**src/inc/current_calc_map.vh**
```
// Register offsets, field positions and reset values of the current and alert logic
`ifndef CURRENT_CALC_MAP_VH
`define CURRENT_CALC_MAP_VH

// Register offsets
`define ADDR_CURRENT        8'h04
`define ADDR_CALIBRATION    8'h05
`define ADDR_MASK_ENABLE    8'h06

// Reset values
`define RST_CALIBRATION     15'h0000
`define RST_WORD            16'h0000

// Calibration field
`define CAL_MSB             14
`define CAL_LSB             0

// Mask and enable fields
`define BIT_SHUNT_OVER      15
`define BIT_SHUNT_UNDER     14
`define BIT_BUS_OVER        13
`define BIT_BUS_UNDER       12
`define BIT_POWER_OVER      11
`define BIT_CONV_ALERT      10
`define BIT_LIMIT_FLAG      4
`define BIT_CONV_FLAG       3
`define BIT_OVF_FLAG        2
`define BIT_POLARITY        1
`define BIT_LATCH           0

// Selected limit function codes
`define SEL_NONE            3'h0
`define SEL_SHUNT_OVER      3'h1
`define SEL_SHUNT_UNDER     3'h2
`define SEL_BUS_OVER        3'h3
`define SEL_BUS_UNDER       3'h4
`define SEL_POWER_OVER      3'h5

// Current scaling: product is shifted right by this amount
`define CUR_SHIFT           11
`define CUR_MAX             16'h7fff
`define CUR_MIN             16'h8000

`endif

```
**src/verilog/current_mult.v**
```verilog
// Signed shunt reading times calibration value, saturated to the current register
`timescale 1ns/1ps
`include "current_calc_map.vh"

module current_mult
(
    input  wire        clk_i,
    input  wire        srst_i,
    input  wire        start_i,
    input  wire [15:0] shunt_i,
    input  wire [14:0] cal_i,
    output reg  [15:0] current_q,
    output reg         ovf_q,
    output reg         done_q
);

    wire signed [31:0] product;
    wire signed [31:0] scaled;
    wire               too_big;
    wire               too_small;

    // ------------------------------------------------------------------
    // Multiply and scale
    // ------------------------------------------------------------------
    assign product   = $signed(shunt_i) * $signed({1'b0, cal_i});
    assign scaled    = product >>> `CUR_SHIFT;
    assign too_big   = scaled > $signed({16'h0000, `CUR_MAX});
    assign too_small = scaled < $signed({16'hffff, `CUR_MIN});

    // ------------------------------------------------------------------
    // Result register
    // ------------------------------------------------------------------
    always @(posedge clk_i)
    begin
        if (srst_i)
        begin
            current_q <= `RST_WORD;
            ovf_q     <= 1'b0;
            done_q    <= 1'b0;
        end
        else
        begin
            done_q <= start_i;
            if (start_i)
            begin
                ovf_q <= too_big | too_small;
                if (too_big)
                    current_q <= `CUR_MAX;
                else if (too_small)
                    current_q <= `CUR_MIN;
                else
                    current_q <= scaled[15:0];
            end
        end
    end

endmodule // current_mult

```
**src/verilog/current_alert.v**
```verilog
// Current result, calibration and alert mask/enable register logic
`timescale 1ns/1ps
`include "current_calc_map.vh"

module current_alert
(
    input  wire        CLK_I,
    input  wire        SRST_I,
    input  wire [7:0]  REG_ADDR_I,
    input  wire        REG_WR_I,
    input  wire        REG_RD_I,
    input  wire [15:0] REG_WDATA_I,
    output reg  [15:0] REG_RDATA_O,
    input  wire [15:0] SHUNT_I,
    input  wire        SHUNT_VALID_I,
    input  wire [15:0] BUS_I,
    input  wire        BUS_VALID_I,
    input  wire [15:0] POWER_I,
    input  wire        POWER_VALID_I,
    input  wire [15:0] ALERT_LIMIT_I,
    input  wire        CONV_DONE_I,
    input  wire        SINGLE_SHOT_I,
    input  wire        CFG_WR_I,
    output wire [15:0] CURRENT_O,
    output wire        ALERT_O,
    output wire        ALERT_OE_O
);

    reg  [14:0] cal_q;
    reg  [5:0]  enable_q;
    reg         pol_q;
    reg         latch_q;
    reg         limit_flag_q;
    reg         conv_flag_q;
    reg         alert_q;
    reg  [2:0]  sel;
    reg         eval;
    reg         hit;
    wire        mask_read;
    wire        mult_ovf;
    wire        shunt_over_limit_enable;
    wire        shunt_under_limit_enable;
    wire        bus_over_limit_enable;
    wire        bus_under_limit_enable;
    wire        power_over_limit_enable;
    wire        conv_ready_alert_enable;
    wire        alert_active;
    wire [15:0] mask_word;

    // ------------------------------------------------------------------
    // Helpers
    // ------------------------------------------------------------------
    function is_addr;
        input [7:0] addr;
        input [7:0] target;
        begin
            is_addr = (addr == target);
        end
    endfunction

    function signed_gt;
        input [15:0] a;
        input [15:0] b;
        begin
            signed_gt = $signed(a) > $signed(b);
        end
    endfunction

    // ------------------------------------------------------------------
    // Current calculation
    // ------------------------------------------------------------------
    current_mult u_mult
    (
        .clk_i     (CLK_I),
        .srst_i    (SRST_I),
        .start_i   (SHUNT_VALID_I),
        .shunt_i   (SHUNT_I),
        .cal_i     (cal_q),
        .current_q (CURRENT_O),
        .ovf_q     (mult_ovf),
        .done_q    ()
    );

    // ------------------------------------------------------------------
    // Field aliases
    // ------------------------------------------------------------------
    assign shunt_over_limit_enable  = enable_q[5];
    assign shunt_under_limit_enable = enable_q[4];
    assign bus_over_limit_enable    = enable_q[3];
    assign bus_under_limit_enable   = enable_q[2];
    assign power_over_limit_enable  = enable_q[1];
    assign conv_ready_alert_enable  = enable_q[0];

    assign mask_read = REG_RD_I & is_addr(REG_ADDR_I, `ADDR_MASK_ENABLE);

    assign mask_word = {enable_q, 5'h00, limit_flag_q, conv_flag_q, mult_ovf, pol_q, latch_q};

    // ------------------------------------------------------------------
    // Limit function select and compare
    // ------------------------------------------------------------------
    always @*
    begin
        if (shunt_over_limit_enable)
            sel = `SEL_SHUNT_OVER;
        else if (shunt_under_limit_enable)
            sel = `SEL_SHUNT_UNDER;
        else if (bus_over_limit_enable)
            sel = `SEL_BUS_OVER;
        else if (bus_under_limit_enable)
            sel = `SEL_BUS_UNDER;
        else if (power_over_limit_enable)
            sel = `SEL_POWER_OVER;
        else
            sel = `SEL_NONE;
    end

    always @*
    begin
        eval = 1'b0;
        hit  = 1'b0;
        case (sel)
            `SEL_SHUNT_OVER:
            begin
                eval = SHUNT_VALID_I;
                hit  = signed_gt(SHUNT_I, ALERT_LIMIT_I);
            end
            `SEL_SHUNT_UNDER:
            begin
                eval = SHUNT_VALID_I;
                hit  = signed_gt(ALERT_LIMIT_I, SHUNT_I);
            end
            `SEL_BUS_OVER:
            begin
                eval = BUS_VALID_I;
                hit  = BUS_I > ALERT_LIMIT_I;
            end
            `SEL_BUS_UNDER:
            begin
                eval = BUS_VALID_I;
                hit  = BUS_I < ALERT_LIMIT_I;
            end
            `SEL_POWER_OVER:
            begin
                eval = POWER_VALID_I;
                hit  = POWER_I > ALERT_LIMIT_I;
            end
            default:
            begin
                eval = 1'b0;
                hit  = 1'b0;
            end
        endcase
    end

    // ------------------------------------------------------------------
    // Registers and flags
    // ------------------------------------------------------------------
    always @(posedge CLK_I)
    begin
        if (SRST_I)
        begin
            cal_q        <= `RST_CALIBRATION;
            enable_q     <= 6'h00;
            pol_q        <= 1'b0;
            latch_q      <= 1'b0;
            limit_flag_q <= 1'b0;
            conv_flag_q  <= 1'b0;
        end
        else
        begin
            if (REG_WR_I && is_addr(REG_ADDR_I, `ADDR_CALIBRATION))
                cal_q <= REG_WDATA_I[`CAL_MSB:`CAL_LSB];
            if (REG_WR_I && is_addr(REG_ADDR_I, `ADDR_MASK_ENABLE))
            begin
                enable_q <= REG_WDATA_I[`BIT_SHUNT_OVER:`BIT_CONV_ALERT];
                pol_q    <= REG_WDATA_I[`BIT_POLARITY];
                latch_q  <= REG_WDATA_I[`BIT_LATCH];
            end
            // Limit flag: set wins over any clear
            if (eval && hit)
                limit_flag_q <= 1'b1;
            else if (latch_q ? mask_read : (eval && !hit))
                limit_flag_q <= 1'b0;
            // Conversion flag: set wins over any clear
            if (CONV_DONE_I)
                conv_flag_q <= 1'b1;
            else if (SINGLE_SHOT_I && (CFG_WR_I || mask_read))
                conv_flag_q <= 1'b0;
        end
    end

    // ------------------------------------------------------------------
    // Read data
    // ------------------------------------------------------------------
    always @(posedge CLK_I)
    begin
        if (SRST_I)
            REG_RDATA_O <= `RST_WORD;
        else if (REG_RD_I)
        begin
            if (is_addr(REG_ADDR_I, `ADDR_CURRENT))
                REG_RDATA_O <= CURRENT_O;
            else if (is_addr(REG_ADDR_I, `ADDR_CALIBRATION))
                REG_RDATA_O <= {1'b0, cal_q};
            else if (is_addr(REG_ADDR_I, `ADDR_MASK_ENABLE))
                REG_RDATA_O <= mask_word;
            else
                REG_RDATA_O <= `RST_WORD;
        end
    end

    // ------------------------------------------------------------------
    // Alert pin
    // ------------------------------------------------------------------
    assign alert_active = limit_flag_q | (conv_ready_alert_enable & conv_flag_q);

    always @(posedge CLK_I)
    begin
        if (SRST_I)
            alert_q <= 1'b0;
        else
            alert_q <= alert_active;
    end

    // Open collector: pulls low while the pin sits at its low level
    assign ALERT_O    = 1'b0;
    assign ALERT_OE_O = alert_q ^ pol_q;

endmodule // current_alert

```
**config.mk**
```make
export PLATFORM = sky130hd
export DESIGN_NAME = current_alert
export DESIGN_NICKNAME = d
export VERILOG_FILES = /design/src/verilog/current_mult.v /design/src/verilog/current_alert.v
export VERILOG_INCLUDE_DIRS = /design/src /design/src/inc
export SDC_FILE = /design/constraint.sdc
export NUM_CORES = 1
export LEC_CHECK = 0
export BUFFER_PORTS_ARGS = -buffer_cell sky130_fd_sc_hd__buf_4
export CAP_MARGIN = 10
export CORE_ASPECT_RATIO = 1.4
export CORE_MARGIN = 1
export CORE_UTILIZATION = 50
export CTS_CLUSTER_SIZE = 16
export DETAILED_ROUTE_END_ITERATION = 10
export PLACE_DENSITY = 0.82
export SYNTH_ARGS = -nofsm -noshare
export SYNTH_HDL_FRONTEND = slang
export SYNTH_SLANG_ARGS = --single-unit
```
**constraint.sdc**
```tcl
create_clock -name CLK_I -period 8.6 [get_ports CLK_I]
set_input_delay 2.15 -clock CLK_I [delete_from_list [all_inputs] [get_ports CLK_I]]
set_output_delay 2.15 -clock CLK_I [all_outputs]
set_load 0.02 [all_outputs]
```
==> results.cfg <==
[sta]
slew_viol_final = 0
setup_violations = 0
slew_headroom = 0.291
fin_crit_ns = 8.22
final-hold-violation-count = 0
clock_skew_ns = 0.00846
rsz0062_at_grt = false
post-route-period-util = 0.956
worstMarginPinSlew_ns = 1.06
setup_tns_ns = 0
fmax_mhz = 122

[final_layout]
n_antenna_cell = 0
nets = 2063
fin_util = 0.574
syn_to_final_growth_pct = 12.0
n_fill_cell = 2180
drive_above_1_share = 0.120

[pwr]
powerDensity_nw_per_um2 = 57.6
p_leak_nw = 7.68
vdd.ir_drop.worst_mv = 0.110
power.total_uw = 845

[floorplanning]
die-area_sq_um = 26900
die_h_microns = 193
start_util = 0.512
fp.coreArea_sq_um = 25600
dieWidth_microns = 139
rows = 69
io_pins = 132

[status]
outcome = complete, but fails checks
violations = DRC

[synth]
synth_top_area_cell = fa_1
synthCells = 1498
synth.most_common_cell = inv_1
yosysUniqueCellTypes = 67
synth_area_per_cell_sq_um = 8.74
synth-edff-count = 0
synthesis.nets = 1968
yosys-top-cells-count = inv_1, fa_1, nand2_1
syn-cell-area_sq_um = 13100
ys_seq_area_frac = 0.0902
synth_top_area_share = 0.375
ys_ff_latch = 59
async_flop_share = 0
yosys-top-cells-area = fa_1, ha_1, inv_1
ys_warn_count = 0
ys.flop_type = dfxtp_1

[cts]
clock-sinks = 59
cts-resized-gates = 0
ctsHoldBuffers = 0
htree_levels = 3
root_buffer = clkbuf_16
clk_latency_ns = 0.33
cts_tree = done
path_clk_slew_ns = 0.06
tritoncts.num_buffers = 9
post_cts_buffers = 0
cts_max_path_buffers = 2

[drt]
dr.pass1.iters = 8
wl_met1_microns = 11700
via_count = 10900
drc = 15
wl_per_cell_microns = 18.2
vias_per_cell = 5.67
wl_met2_microns = 18400
top_layer = met4
drt-total-wl_microns = 34900
postRouteAntennaNets = 0
drt-initial-drc-count = 851
wl_met3_microns = 2280

[setup_path]
crit_fanout = 16
required_ns = 8.77
crit_path_end_kind = flip-flop
worstSetupStartpointType = input pin
worstSetupEndpoint = u_mult.current_q[3]$_SDFFE_PP0P_
cp_cell_sequence = buf_4, nand2_1, fa_1, inv_1, fa_1, fa_1, fa_1, fa_1, inv_1, fa_1, inv_1, ha_1, nand2_1, or3_1, o22ai_1, a21oi_1, a311oi_2, mux2i_1, o2111ai_2, o21ai_4, o32ai_1
arrival_ns = 8.39
r2r_end = u_mult.current_q[3]$_SDFFE_PP0P_
r2r_slack_ns = 1.49
setup.worst_path.class = in2reg
crit_start = SHUNT_I[15]
path_buf_inv = 4
r2r-start = cal_q[9]$_SDFFE_PP0P_
critPathMaxStageDelay_ns = 0.68
cp_num_cells = 21
cpMostUsedCell = fa_1
slowest_stage = fa_1
reg2regPathDepth = 20
crit_family = adder cells

[placed_design]
place.detailed.hpwl_microns = 28300
numPortBuffers = 130
gp_congestion = 0.898

[grt]
grt_pass1_vias = 11800
grt_first_pass_wirelength_microns = 57700
grt_remaining_overflow = 0
antenna_found_initial = 0
grt_max_degree = 73
grt_util_all_layers = 0.273

[hold_path]
hold_path_startpoint = REG_RDATA_O[15]$_SDFFE_PP0P_
hold_path_class = reg2reg

[run]
max-cap-violations = 0
-- worst min path at each step --
stage / to / slack (ns) / cells after the start
after floorplan: enable_q[0]$_SDFFE_PP0P_ / 0.45 / 2
after global placement: REG_RDATA_O[15]$_SDFFE_PP0P_ / 0.46 / 2
after detailed placement: REG_RDATA_O[0]$_SDFFE_PP0P_ / 0.47 / 2
after CTS: REG_RDATA_O[0]$_SDFFE_PP0P_ / 0.48 / 2
after global routing: REG_RDATA_O[3]$_SDFFE_PP0P_ / 0.50 / 2
final: REG_RDATA_O[15]$_SDFFE_PP0P_ / 0.47 / 2
-- kinds of logic after synthesis --
| logic type | count (synthesis) | synth area share |
|---|---|---|
| AND/OR/NAND/NOR | 460 | 0.170 |
| multiplexers | 3 | 0.00239 |
| other | 1 | 0.000286 |
| XOR/XNOR | 30 | 0.0206 |
| buffers and inverters | 384 | 0.112 |
| flip-flops | 59 | 0.0902 |
| AO/OA/AOI/OAI | 189 | 0.108 |
| adder cells (fa/ha/maj) | 372 | 0.496 |
-- where the power goes --
group,total (mW),internal (mW),switching (mW),leakage (nW)
Combinational,0.186,0.0805,0.105,7.06
Sequential,0.291,0.282,0.00894,0.481
Clock,0.368,0.240,0.128,0.144
-- worst reg2reg max path: stages (launching register included) --
cell and delay [ns]:
dfxtp_1 0.99, nand2_1 0.21, fa_1 0.66, fa_1 0.45, fa_1 0.49, inv_1 0.06, fa_1 0.51, fa_1 0.54
inv_1 0.06, fa_1 0.52, inv_1 0.04, ha_1 0.38, nand4_1 0.14, a211oi_2 0.24, a22oi_2 0.11, a21o_1 0.22
o311ai_4 0.32, o31ai_4 0.10, xnor2_2 0.36, o21ai_4 0.22, o32ai_1 0.37
-- stage by stage --
stage	std cells	area, sq um	setup WS (ns)	hold slack (ns)
6_report	1917	14700	0.382	0.475
2_1_floorplan	1498	13100	0.400	0.450
4_1_cts	1917	14700	0.302	0.477
5_1_grt	1917	14700	0.102	0.505
3_5_place_dp	1901	14400	-0.000225	0.466
3_3_place_gp	1901	14400	0.134	0.462
-- metal layers --
layer  up-vias  global-route usage
met1      5386               0.297
met2       492               0.498
li1       4839                   -
met3       154              0.0285
met5         -                   0
met4         0               0.182
-- cell usage in the layout, fill, tap and decap left out, types with 16 or more instances in the layout --
cell / netlist / layout
nor2_1: 51 / 51
xnor2_1: 18 / 18
inv_1: 318 / 318
nand2_1: 198 / 198
a21o_1: 22 / 22
nand4_1: 16 / 16
buf_4: 2 / 150
dfxtp_1: 59 / 59
a21oi_1: 66 / 66
nand3_1: 17 / 17
ha_1: 127 / 127
and2_1: 123 / 123
fa_1: 245 / 245
-- sequential cells by signal (all words and copies together), names as in the netlist, 6 cells and up --
| register | cells |
|---|---|
| cal_q | 15 |
| u_mult.current_q | 16 |
| enable_q | 6 |
| REG_RDATA_O | 16 |
-- layout make-up --
cell class,instances,area (sq um),share of cell area
Clock buffer,11,253,0.0172
Timing Repair Buffer,150,1130,0.0768
Clock inverter,5,61.3,0.00418
Sequential cell,59,1180,0.0805
Inverter,318,1190,0.0814
Multi-Input combinational cell,1055,10500,0.713
Tap cell,319,399,0.0272
Note: power is estimated with default switching activity, not from simulation.
